$ cat src/logic/rsr_defines.vh
// Offsets, field positions, reset values and timing for the regulator
// setting register bank. Included by the bank module only.
`ifndef RSR_DEFINES_VH
`define RSR_DEFINES_VH

// Register offsets
`define RSR_ADDR_CONV2_TGT_B    8'h2a
`define RSR_ADDR_CONV2_RAMP     8'h2b
`define RSR_ADDR_SPREAD_CTRL    8'h38
`define RSR_ADDR_LINREG1        8'h39
`define RSR_ADDR_LINREG2        8'h3a

// Field positions
`define RSR_VCODE_MSB           4
`define RSR_RAMP_MSB            3
`define RSR_SPREAD_EN_BIT       0
`define RSR_SPREAD_MOD_BIT      1

// Reset values of whole registers
`define RSR_RST_RAMP            8'h28
`define RSR_RST_SPREAD          8'h0a

// Voltage and ramp code limits
`define RSR_VCODE_EXT           5'h00
`define RSR_VCODE_MAX           5'h19
`define RSR_VCODE_SKIP          5'h0e
`define RSR_RAMP_MAX            4'ha

// Output voltage in mV: base, 100 mV step and 3.5 V top
`define RSR_MV_BASE             12'h3e8
`define RSR_MV_STEP             12'h064
`define RSR_MV_TOP              12'hdac

// Switching clock figures in kHz
`define RSR_SW_FREQ_KHZ         12'h7d0
`define RSR_MOD_FAST_KHZ        12'h00a
`define RSR_MOD_SLOW_KHZ        12'h002

`endif

$ cat src/logic/rsr_regulator_setting_regs.v
// Register bank holding converter-2 target/ramp, spread-spectrum control
// and the two linear regulator voltage codes, with decoded settings.
// Assumes a serial interface block delivers decoded byte reads/writes on
// i_sys_clk, and factory defaults arrive as stable straps during reset.
// Summary of operation
// - Converter-2 code: 0 external, 1..0x19 is 1.0-3.5 V skipping 2.3 V.
// - Ramp code 0 instant, 1..10 mV/us, 11..15 act as ten.
// - Spread enable in bit 0 of function register, resets to zero.
// - Triangular sweep about 2 MHz; select 0 is 10 kHz, 1 is 2 kHz.
// - Linear regulator 1: code 0 is 1.0 V, 0.1 V steps, saturates 3.5 V.
// - Linear regulator 2: same decode, codes above 0x19 give 3.5 V.
`timescale 1ns/10ps
`include "rsr_defines.vh"

module rsr_regulator_setting_regs (
  // Clock and reset
  input  wire        i_sys_clk,
  input  wire        i_rst,
  // Register access from serial interface
  input  wire        i_wr_en,
  input  wire        i_rd_en,
  input  wire [7:0]  i_addr,
  input  wire [7:0]  i_wdata,
  output reg  [7:0]  o_rdata,
  output reg         o_rd_valid,
  // Factory defaults
  input  wire [4:0]  i_dflt_conv2_b,
  input  wire [4:0]  i_dflt_linreg1,
  input  wire [4:0]  i_dflt_linreg2,
  // Converter 2 settings
  output reg         o_conv2_ext_ctrl,
  output reg  [11:0] o_conv2_target_mv,
  output reg  [4:0]  o_conv2_target_code_b,
  output reg  [3:0]  o_conv2_ramp_code,
  output reg         o_conv2_ramp_instant,
  output reg  [3:0]  o_conv2_ramp_mv_per_us,
  // Spread spectrum
  output reg         o_spread_enable,
  output reg         o_spread_mod_rate_sel,
  output reg  [11:0] o_spread_center_khz,
  output reg  [11:0] o_spread_mod_khz,
  // Linear regulators
  output reg  [4:0]  o_linreg1_voltage_code,
  output reg  [11:0] o_linreg1_mv,
  output reg  [4:0]  o_linreg2_voltage_code,
  output reg  [11:0] o_linreg2_mv
);

  reg  [4:0]  conv2_code;
  reg  [3:0]  ramp_code;
  reg         spread_en;
  reg         spread_mod;
  reg  [4:0]  lin1_code;
  reg  [4:0]  lin2_code;
  reg         dflt_pending;
  reg  [7:0]  next_rdata;
  reg  [11:0] next_conv2_mv;
  reg  [3:0]  next_ramp_rate;

  // Reset images of the two whole-byte registers; reserved bits read these
  localparam [7:0] RST_RAMP_BYTE   = `RSR_RST_RAMP;
  localparam [7:0] RST_SPREAD_BYTE = `RSR_RST_SPREAD;

  // Per-register write strobes; writes in the strap load cycle are dropped
  wire        wr_live;
  wire        wr_conv2;
  wire        wr_ramp;
  wire        wr_spread;
  wire        wr_lin1;
  wire        wr_lin2;

  assign wr_live   = i_wr_en && !dflt_pending;
  assign wr_conv2  = wr_live && (i_addr == `RSR_ADDR_CONV2_TGT_B);
  assign wr_ramp   = wr_live && (i_addr == `RSR_ADDR_CONV2_RAMP);
  assign wr_spread = wr_live && (i_addr == `RSR_ADDR_SPREAD_CTRL);
  assign wr_lin1   = wr_live && (i_addr == `RSR_ADDR_LINREG1);
  assign wr_lin2   = wr_live && (i_addr == `RSR_ADDR_LINREG2);

  // Linear decode, 1.0 V at code zero, clamped at 3.5 V
  function [11:0] lin_mv;
    input [4:0] code;
    reg   [11:0] prod;
    begin
      prod = {7'h00, code} * `RSR_MV_STEP;
      if (code > `RSR_VCODE_MAX) begin
        lin_mv = `RSR_MV_TOP;
      end else begin
        lin_mv = `RSR_MV_BASE + prod;
      end
    end
  endfunction

  // Converter-2 decode; codes past the skip move up one extra step
  always @* begin
    next_conv2_mv = `RSR_MV_TOP;
    if (conv2_code == `RSR_VCODE_EXT) begin
      next_conv2_mv = 12'h000;
    end else if (conv2_code < `RSR_VCODE_SKIP) begin
      next_conv2_mv = lin_mv(conv2_code - 5'h01);
    end else if (conv2_code <= `RSR_VCODE_MAX) begin
      next_conv2_mv = lin_mv(conv2_code);
    end
  end

  always @* begin
    if (ramp_code > `RSR_RAMP_MAX) begin
      next_ramp_rate = `RSR_RAMP_MAX;
    end else begin
      next_ramp_rate = ramp_code;
    end
  end

  // Read mux; reserved bits return their reset pattern, unmapped read zero
  always @* begin
    case (i_addr)
      `RSR_ADDR_CONV2_TGT_B: next_rdata = {3'h0, conv2_code};
      `RSR_ADDR_CONV2_RAMP:  next_rdata = {RST_RAMP_BYTE[7:4], ramp_code};
      `RSR_ADDR_SPREAD_CTRL: next_rdata = {RST_SPREAD_BYTE[7:2], spread_mod,
                                           spread_en};
      `RSR_ADDR_LINREG1:     next_rdata = {3'h0, lin1_code};
      `RSR_ADDR_LINREG2:     next_rdata = {3'h0, lin2_code};
      default:               next_rdata = 8'h00;
    endcase
  end

  // Straps cannot be sampled under async reset, so load on first edge
  always @(posedge i_sys_clk or posedge i_rst) begin
    if (i_rst) begin
      dflt_pending <= 1'b1;
    end else begin
      dflt_pending <= 1'b0;
    end
  end

  // Voltage codes: strap default first, then host writes of bits 4:0 only
  always @(posedge i_sys_clk or posedge i_rst) begin
    if (i_rst) begin
      conv2_code <= 5'h00;
      lin1_code  <= 5'h00;
      lin2_code  <= 5'h00;
    end else if (dflt_pending) begin
      conv2_code <= i_dflt_conv2_b;
      lin1_code  <= i_dflt_linreg1;
      lin2_code  <= i_dflt_linreg2;
    end else begin
      if (wr_conv2) begin
        conv2_code <= i_wdata[`RSR_VCODE_MSB:0];
      end
      if (wr_lin1) begin
        lin1_code <= i_wdata[`RSR_VCODE_MSB:0];
      end
      if (wr_lin2) begin
        lin2_code <= i_wdata[`RSR_VCODE_MSB:0];
      end
    end
  end

  // Ramp code: the upper nibble is reserved and never stored
  always @(posedge i_sys_clk or posedge i_rst) begin
    if (i_rst) begin
      ramp_code <= RST_RAMP_BYTE[`RSR_RAMP_MSB:0];
    end else if (wr_ramp) begin
      ramp_code <= i_wdata[`RSR_RAMP_MSB:0];
    end
  end

  // Spread control: only the two low bits are writable
  always @(posedge i_sys_clk or posedge i_rst) begin
    if (i_rst) begin
      spread_en  <= RST_SPREAD_BYTE[`RSR_SPREAD_EN_BIT];
      spread_mod <= RST_SPREAD_BYTE[`RSR_SPREAD_MOD_BIT];
    end else if (wr_spread) begin
      spread_en  <= i_wdata[`RSR_SPREAD_EN_BIT];
      spread_mod <= i_wdata[`RSR_SPREAD_MOD_BIT];
    end
  end

  // Read data holds until the next read; valid follows the read strobe one cycle later
  always @(posedge i_sys_clk or posedge i_rst) begin
    if (i_rst) begin
      o_rdata    <= 8'h00;
      o_rd_valid <= 1'b0;
    end else begin
      o_rd_valid <= i_rd_en;
      if (i_rd_en) begin
        o_rdata <= next_rdata;
      end
    end
  end

  // Converter 2 outputs; code and decode move on the same edge
  always @(posedge i_sys_clk or posedge i_rst) begin
    if (i_rst) begin
      o_conv2_ext_ctrl       <= 1'b1;
      o_conv2_target_mv      <= 12'h000;
      o_conv2_target_code_b  <= 5'h00;
      o_conv2_ramp_code      <= RST_RAMP_BYTE[`RSR_RAMP_MSB:0];
      o_conv2_ramp_instant   <= 1'b0;
      o_conv2_ramp_mv_per_us <= RST_RAMP_BYTE[`RSR_RAMP_MSB:0];
    end else begin
      o_conv2_ext_ctrl       <= (conv2_code == `RSR_VCODE_EXT);
      o_conv2_target_mv      <= next_conv2_mv;
      o_conv2_target_code_b  <= conv2_code;
      o_conv2_ramp_code      <= ramp_code;
      o_conv2_ramp_instant   <= (ramp_code == 4'h0);
      o_conv2_ramp_mv_per_us <= next_ramp_rate;
    end
  end

  // Spread spectrum outputs; centre frequency is fixed
  always @(posedge i_sys_clk or posedge i_rst) begin
    if (i_rst) begin
      o_spread_enable       <= RST_SPREAD_BYTE[`RSR_SPREAD_EN_BIT];
      o_spread_mod_rate_sel <= RST_SPREAD_BYTE[`RSR_SPREAD_MOD_BIT];
      o_spread_center_khz   <= `RSR_SW_FREQ_KHZ;
      o_spread_mod_khz      <= `RSR_MOD_SLOW_KHZ;
    end else begin
      o_spread_enable       <= spread_en;
      o_spread_mod_rate_sel <= spread_mod;
      o_spread_center_khz   <= `RSR_SW_FREQ_KHZ;
      o_spread_mod_khz      <= spread_mod ? `RSR_MOD_SLOW_KHZ :
                                            `RSR_MOD_FAST_KHZ;
    end
  end

  // Linear regulator outputs
  always @(posedge i_sys_clk or posedge i_rst) begin
    if (i_rst) begin
      o_linreg1_voltage_code <= 5'h00;
      o_linreg1_mv           <= `RSR_MV_BASE;
      o_linreg2_voltage_code <= 5'h00;
      o_linreg2_mv           <= `RSR_MV_BASE;
    end else begin
      o_linreg1_voltage_code <= lin1_code;
      o_linreg1_mv           <= lin_mv(lin1_code);
      o_linreg2_voltage_code <= lin2_code;
      o_linreg2_mv           <= lin_mv(lin2_code);
    end
  end

endmodule

$ cat config.mk
export PLATFORM = sky130hd
export DESIGN_NAME = rsr_regulator_setting_regs
export DESIGN_NICKNAME = d
export VERILOG_FILES = /design/src/logic/rsr_regulator_setting_regs.v
export VERILOG_INCLUDE_DIRS = /design/src /design/src/logic
export SDC_FILE = /design/constraint.sdc
export NUM_CORES = 1
export LEC_CHECK = 0
export BUFFER_PORTS_ARGS = -buffer_cell sky130_fd_sc_hd__buf_2
export CAP_MARGIN = 20
export CELL_PAD_IN_SITES_DETAIL_PLACEMENT = 0
export CELL_PAD_IN_SITES_GLOBAL_PLACEMENT = 1
export CORE_ASPECT_RATIO = 1.4
export CORE_UTILIZATION = 38
export CTS_CLUSTER_SIZE = 24
export DETAILED_ROUTE_END_ITERATION = 10
export MAX_ROUTING_LAYER = met4
export PLACE_DENSITY = 0.74
export SLEW_MARGIN = 20
export SYNTH_ARGS = -nofsm -noshare
export SYNTH_HDL_FRONTEND = slang
export SYNTH_SLANG_ARGS = --single-unit
$ cat constraint.sdc
create_clock -name i_sys_clk -period 3.2 [get_ports i_sys_clk]
set_input_delay 0.96 -clock i_sys_clk [delete_from_list [all_inputs] [get_ports i_sys_clk]]
set_output_delay 0.96 -clock i_sys_clk [all_outputs]
set_load 0.1 [all_outputs]
After elaboration in Yosys (flattened, before gate mapping)

Cells that the tools add are included.

$lt $le $gt $ge: 7
Equal/unequal tests: 5
Multiplexer cells: 16
$mul: 4
Reductions and logical operators: 12
Add/subtract/negate cells: 5

Operator list:

| cell                                                       | number |
|---|---|
| 2-to-1 mux 12 bit                                          | 7 |
| adder 10 x 12 -> 12 bit, first input constant              | 4 |
| == test 8 x 6 -> 1 bit, second input constant              | 5 |
| multiplier 5 x 5 -> 10 bit, second input constant          | 4 |
| 2-to-1 mux 5 bit                                           | 6 |
| case mux 6 bit (5 select lines)                            | 1 |
| greater-than comparator 5 bit, second input constant       | 4 |
| 2-to-1 mux 4 bit                                           | 2 |
| logical AND 1 bit                                          | 6 |
| nonzero test 2 bit                                         | 3 |
| less-or-equal comparator 5 bit, second input constant      | 1 |
| zero test 5 bit                                            | 1 |
| less-than comparator 5 x 4 -> 1 bit, second input constant | 1 |
| subtractor 5 x 1 -> 5 bit, second input constant           | 1 |
| greater-than comparator 4 bit, second input constant       | 1 |
| zero test 4 bit                                            | 1 |
| zero test 1 bit                                            | 1 |

Flip-flop bits (word level): 98
Input port bits: 35

Depth between registers and ports, before layout

Depth in word-level cells: 6
Mapped depth: 15
Mapped depth without buffers: 15

Worst setup path after synthesis

Ideal clock, no wire load.

Path kind: register -> register
From: register conv2_code[0]
To: register o_conv2_target_mv[11]
Setup time: 0.094 ns
Stages on the path, launching flop included: 15
Path buffers: 1
Arrival: 3.302 ns
Required time: 3.106 ns
Setup slack: -0.196 ns
Cell sequence: dfrtp_1 -> clkbuf_1 -> inv_1 -> ha_1 -> nand2_1 -> xnor2_1 -> ha_1 -> ha_1 -> ha_1 -> ha_1 -> a31oi_1 -> xor2_1 -> a31oi_1 -> xnor2_1 -> a211oi_1

Word-level cells in the longest chain between the ends: 6

Ends and longest elaborated chain:

| element                                                                                       | line                                                              | RTL |
|---|---|---|
| from (decl)                                                                                   | rsr_regulator_setting_regs.v:49                                   | `reg [4:0] conv2_code;` |
| from (signal assigned)                                                                        | rsr_regulator_setting_regs.v:142                                  | `conv2_code <= i_dflt_conv2_b;` |
| from (signal assigned)                                                                        | rsr_regulator_setting_regs.v:147                                  | `` conv2_code <= i_wdata[`RSR_VCODE_MSB:0]; `` |
| subtractor 5 x 1 -> 5 bit / multiplier 5 x 5 -> 10 bit (equally long branches)                | n/a                                                               |  |
| multiplier 5 x 5 -> 10 bit (no source line) / adder 10 x 12 -> 12 bit (equally long branches) | n/a                                                               |  |
| adder 10 x 12 -> 12 bit (no source line) / 2-to-1 mux 12 bit (equally long branches)          | n/a                                                               |  |
| 2-to-1 mux 12 bit, on equally long branches                                                   | rsr_regulator_setting_regs.v:85, rsr_regulator_setting_regs.v:100 |  |
| 2-to-1 mux 12 bit                                                                             | rsr_regulator_setting_regs.v:98                                   | `` end else if (conv2_code < `RSR_VCODE_SKIP) begin `` |
| 2-to-1 mux 12 bit *                                                                           | rsr_regulator_setting_regs.v:96                                   | `` if (conv2_code == `RSR_VCODE_EXT) begin `` |
| named net next_conv2_mv[11]                                                                   | rsr_regulator_setting_regs.v:57                                   | `reg [11:0] next_conv2_mv;` |
| to (signal assigned)                                                                          | rsr_regulator_setting_regs.v:202                                  | `o_conv2_target_mv <= next_conv2_mv;` |
| to (decl)                                                                                     | rsr_regulator_setting_regs.v:32                                   | `output reg [11:0] o_conv2_target_mv,` |

The timed path passes the listed nets; every way through them passes the cells marked *.
A chain may end at the register's enable or synchronous reset.

Worst setup path after layout

From: register conv2_code[1]
To: register o_conv2_target_mv[11]

The elaborated chain is that of the path after synthesis.

==> tab_implementation.tex <==
\begin{tabular}{lr}
\hline
Metric & Value \\
\hline
\multicolumn{2}{l}{\textbf{Yosys}} \\
\quad Share of synthesized registers carrying an async set or reset & 100\% \\
\quad Ys Warns & 0 \\
\quad Mapped Area & 5610 sq um \\
\quad Synth Flop Type & sky130\_fd\_sc\_hd\_\_dfrtp\_1 \\
\quad Cells after Synth & 538 \\
\quad Number of enable-type register cells in the synthesized netlist & 0 \\
\quad Top cell type's share of synthesized area & 30.3\% \\
\quad Cell variety after synth & 52 \\
\quad Share of synthesized area occupied by flip-flops and latches & 39.2\% \\
\quad Number of synthesized register bits & 87 \\
\quad Top post-synthesis cells by area & sky130\_fd\_sc\_hd\_\_dfrtp\_1, sky130\_fd\_sc\_hd\_\_ha\_1, sky130\_fd\_sc\_hd\_\_dfstp\_2 \\
\quad Average instance area after synthesis & 10.4 sq um \\
\quad Cell type with the largest total area after synthesis & sky130\_fd\_sc\_hd\_\_dfrtp\_1 \\
\multicolumn{2}{l}{\textbf{Worst setup path}} \\
\quad Critical path data arrival time & 3380 ps \\
\quad Crit. Startpoint & conv2\_code[1] \\
\quad Crit-path max FO & 6 \\
\quad CP Launch Type & flop \\
\quad Endpoint of the most critical setup path & o\_conv2\_target\_mv[11] \\
\quad Minimum setup slack among reg-to-reg paths & 70 ps \\
\quad R2r endpoint & o\_conv2\_target\_mv[11] \\
\quad Critical path class & reg2reg \\
\quad WP data required & 3450 ps \\
\quad R2R cell count & 16 \\
\quad Startpoint of the lowest-slack register-to-register path & conv2\_code[1] \\
\quad Endpoint type of the worst setup path & flop \\
\multicolumn{2}{l}{\textbf{Final layout}} \\
\quad Final standard cell area without fillers & 6920 sq um \\
\quad Final standard cell utilization of the core & 47.9\% \\
\quad Area delta synth->final & 23.3\% \\
\quad Share of post-route cells with drive strength above 1 & 30.0\% \\
\quad Number of nets in the finished design & 795 \\
\multicolumn{2}{l}{\textbf{CTS}} \\
\quad Clock Pin Slew Worst Setup and Hold Paths & 70 ps \\
\quad Later-pin clock latency in the skew report & 350 ps \\
\quad Root buffer cell & sky130\_fd\_sc\_hd\_\_clkbuf\_16 \\
\quad Number of clock buffers inserted by TritonCTS & 9 \\
\quad Number of clock sinks & 87 \\
\quad Clock tree from TritonCTS & done \\
\quad \# H-tree levels & 3 \\
\quad Clock buffer depth & 2 \\
\multicolumn{2}{l}{\textbf{Run status}} \\
\quad Run status & completed \\
\multicolumn{2}{l}{\textbf{Detailed routing}} \\
\quad Drt total wl & 12,500 microns \\
\quad WL per Instance & 14.5 microns \\
\quad First drt pass iteration count & 4 \\
\quad Via count of the routed design & 4,079 \\
\quad Per-cell via count in the routed design & 4.73 \\
\quad Detailed router's first-iteration violation count & 142 \\
\quad Antenna violation net count after detailed routing & 0 \\
\quad Count of unresolved DRC violations after routing & 0 \\
\multicolumn{2}{l}{\textbf{Placement}} \\
\quad Count of buffers inserted at the top-level ports & 96 \\
\quad Half-perimeter wire length after placement & 9560 microns \\
\quad Final RePlAce weighted congestion & 0.840 \\
\quad Place WS & -87.4 ps \\
\quad Area of placed instances & 6420 sq um \\
\multicolumn{2}{l}{\textbf{Timing}} \\
\quad Max-slew violations & 0 \\
\quad Final Cycle Share & 97.7\% \\
\quad Unrepaired setup endpoints after global routing & yes \\
\quad Total count of hold-check failures in the final report & 0 \\
\quad Transition time at the pin with the least slew margin & 560 ps \\
\quad Number of setup violations in the final report & 0 \\
\quad Maximum clock rate & 0.320 GHz \\
\quad Worst rel slew slack & 62.5\% \\
\quad Worst path setup slack after routing & 72.8 ps \\
\quad Time the worst path needs with I/O delays and setup & 3130 ps \\
\quad Setup skew after layout & 7.51 ps \\
\multicolumn{2}{l}{\textbf{Global routing}} \\
\quad GR Util met1 & 20.0\% \\
\quad Number of global-route vias before repair & 4,007 \\
\quad Grt met3 use & 4.48\% \\
\quad Pin count of the biggest net entering global routing & 88 \\
\quad Number of antenna violations at the first check in global routing & 1 \\
\quad First-pass GRT wire length & 20,100 microns \\
\quad Global-route track usage on met2 & 30.2\% \\
\quad Total track usage & 17.5\% \\
\quad Top Usage Layer GRT & met2 \\
\quad Overflow left after global routing & 0 \\
\multicolumn{2}{l}{\textbf{Power}} \\
\quad IR Drop Worst-Case VDD & 0.656 mV \\
\quad Reported leakage power & 3.52 nW \\
\quad Ratio of total power to cell area & 822 nW/um\^{}2 \\
\quad Total power after layout & 5.68 mW \\
\multicolumn{2}{l}{\textbf{Floorplanning}} \\
\quad I/O pins & 131 \\
\quad Starting density of the core & 38.8\% \\
\quad Row count & 52 \\
\quad Height of the die & 146 microns \\
\quad Die W & 105 microns \\
\quad Overall die area & 15,300 sq um \\
\quad Area of the core & 14,400 sq um \\
\multicolumn{2}{l}{\textbf{Run}} \\
\quad Count of maximum capacitance violations & 0 \\
\multicolumn{2}{l}{\textbf{Worst hold path}} \\
\quad Class of the tightest hold or removal check & reg2reg \\
\hline
\end{tabular}
-- cell type report --
type,count,area (sq um)
inverter,44,169
timing repair buffer,130,748
clock inverter,7,101
multi-input combinational,394,3230
tap,189,236
fill,1393,7530
clock buffer,9,225
sequential,87,2200
antenna,2,5.00
-- metal layers --
| metal | vias to the layer above | wire [microns] |
|---|---|---|
| li1 | 2019 | - |
| met1 | 1962 | 5090 |
| met2 | 83 | 6740 |
| met3 | 15 | 518 |
| met4 | 0 | 172 |
| met5 | - | 0 |
-- cells by family after synthesis --
| group | count (synthesis) | share of synthesized area (%) |
|---|---|---|
| AOI/OAI and AO/OA | 83 | 9.50 |
| xor gates and xnor gates | 48 | 7.50 |
| adders and majority gates | 94 | 21.5 |
| buffers and inverters | 87 | 8.05 |
| DFF | 87 | 39.2 |
| muxes | 22 | 4.06 |
| other | 2 | 0.134 |
| and+or+nand+nor | 115 | 10.0 |
-- critical path: stages (launching register included) --
cell,delay (ps)
sky130_fd_sc_hd__dfrtp_1,360
sky130_fd_sc_hd__inv_2,90
sky130_fd_sc_hd__ha_1,210
sky130_fd_sc_hd__nand2_1,70
sky130_fd_sc_hd__nand2_2,70
sky130_fd_sc_hd__xnor2_2,160
sky130_fd_sc_hd__buf_4,140
sky130_fd_sc_hd__ha_1,330
sky130_fd_sc_hd__ha_4,180
sky130_fd_sc_hd__ha_4,220
sky130_fd_sc_hd__ha_4,290
sky130_fd_sc_hd__nand2_1,60
sky130_fd_sc_hd__o21bai_1,130
sky130_fd_sc_hd__a21oi_1,100
sky130_fd_sc_hd__xnor2_1,240
sky130_fd_sc_hd__xnor2_1,140
sky130_fd_sc_hd__a211oi_1,240
-- cell usage after synthesis, types with 9 or more instances --
library cell / instances
sky130_fd_sc_hd__mux2i_1: 16
sky130_fd_sc_hd__o21ai_0: 25
sky130_fd_sc_hd__dfstp_2: 19
sky130_fd_sc_hd__inv_1: 44
sky130_fd_sc_hd__dfrtp_1: 68
sky130_fd_sc_hd__ha_1: 90
sky130_fd_sc_hd__xnor2_1: 28
sky130_fd_sc_hd__a21oi_1: 16
sky130_fd_sc_hd__xor2_1: 20
sky130_fd_sc_hd__clkbuf_1: 9
sky130_fd_sc_hd__nor2_1: 16
sky130_fd_sc_hd__buf_4: 33
sky130_fd_sc_hd__nand3_1: 10
sky130_fd_sc_hd__nand2_1: 51
-- cells in the final DEF (no fill, tap or decap), types with 3 or more instances in the layout --
master,count
sky130_fd_sc_hd__nor2b_1,3
sky130_fd_sc_hd__ha_4,7
sky130_fd_sc_hd__a221oi_1,6
sky130_fd_sc_hd__nand2b_1,4
sky130_fd_sc_hd__nor3_1,5
sky130_fd_sc_hd__nand3_1,10
sky130_fd_sc_hd__dfstp_2,19
sky130_fd_sc_hd__ha_1,83
sky130_fd_sc_hd__xor2_1,19
sky130_fd_sc_hd__buf_4,33
sky130_fd_sc_hd__clkbuf_16,9
sky130_fd_sc_hd__a211oi_1,4
sky130_fd_sc_hd__xnor2_1,26
sky130_fd_sc_hd__a22oi_1,3
sky130_fd_sc_hd__mux2i_1,16
sky130_fd_sc_hd__conb_1,32
sky130_fd_sc_hd__nor2_1,16
sky130_fd_sc_hd__dfrtp_1,67
sky130_fd_sc_hd__mux2_2,6
sky130_fd_sc_hd__o21bai_1,4
sky130_fd_sc_hd__and3_1,4
sky130_fd_sc_hd__nand2_1,50
sky130_fd_sc_hd__inv_1,41
sky130_fd_sc_hd__a32oi_1,3
sky130_fd_sc_hd__fa_1,3
sky130_fd_sc_hd__a31oi_1,4
sky130_fd_sc_hd__and2_1,4
sky130_fd_sc_hd__buf_2,96
sky130_fd_sc_hd__a21oi_1,15
sky130_fd_sc_hd__o21ai_0,25
sky130_fd_sc_hd__o22ai_1,5
-- through the flow --
| stage | TNS [ps] | instances | hold WS (ps) |
|---|---|---|---|
| finish | 0 | 862 | 402 |
| detailed placement | -165 | 841 | 390 |
| global placement | -21.5 | 841 | 385 |
| floorplan | -57.7 | 568 | 365 |
| CTS | 0 | 858 | 402 |
| global route | -73.6 | 861 | 407 |
-- flip-flops by register name, summed over array words and instances (netlist names), 5 cells and up --
register                flops
o_linreg1_voltage_code      5
conv2_code                  5
o_linreg1_mv               10
o_rdata                     6
o_conv2_target_code_b       5
lin1_code                   5
o_linreg2_voltage_code      5
o_conv2_target_mv          10
o_linreg2_mv               10
lin2_code                   5
-- what timing repair did --
item                                    in CTS  in global routing
gates resized for setup                      5                 13
endpoints found under the setup margin       3                  4
buffers inserted                             1                  2
pin swaps                                    6                 11
gates cloned                                 0                  0
hold buffers                                 0                  0
-- power breakdown --
group / leakage, nW / total, mW / switching, mW / internal, mW
Combinational: 2.33 / 3.13 / 2.27 / 0.858
Clock: 0.158 / 1.16 / 0.468 / 0.694
Sequential: 1.04 / 1.39 / 0.0640 / 1.33
Total: 3.52 / 5.68 / 2.80 / 2.88
-- how the worst min path moves through the flow --
| stage | from | to | slack (ps) | cells after the start |
|---|---|---|---|---|
| 2_1_floorplan | spread_mod | o_spread_mod_rate_sel | 370 | 0 |
| 4_1_cts | spread_mod | o_spread_mod_rate_sel | 400 | 0 |
| 3_3_place_gp | spread_mod | o_spread_mod_rate_sel | 380 | 0 |
| 5_1_grt | spread_mod | o_spread_mod_rate_sel | 410 | 0 |
| 6_report | spread_mod | o_spread_mod_rate_sel | 400 | 0 |
| 3_5_place_dp | spread_mod | o_spread_mod_rate_sel | 390 | 0 |
No activity file was read; power rests on OpenSTA's default activity.
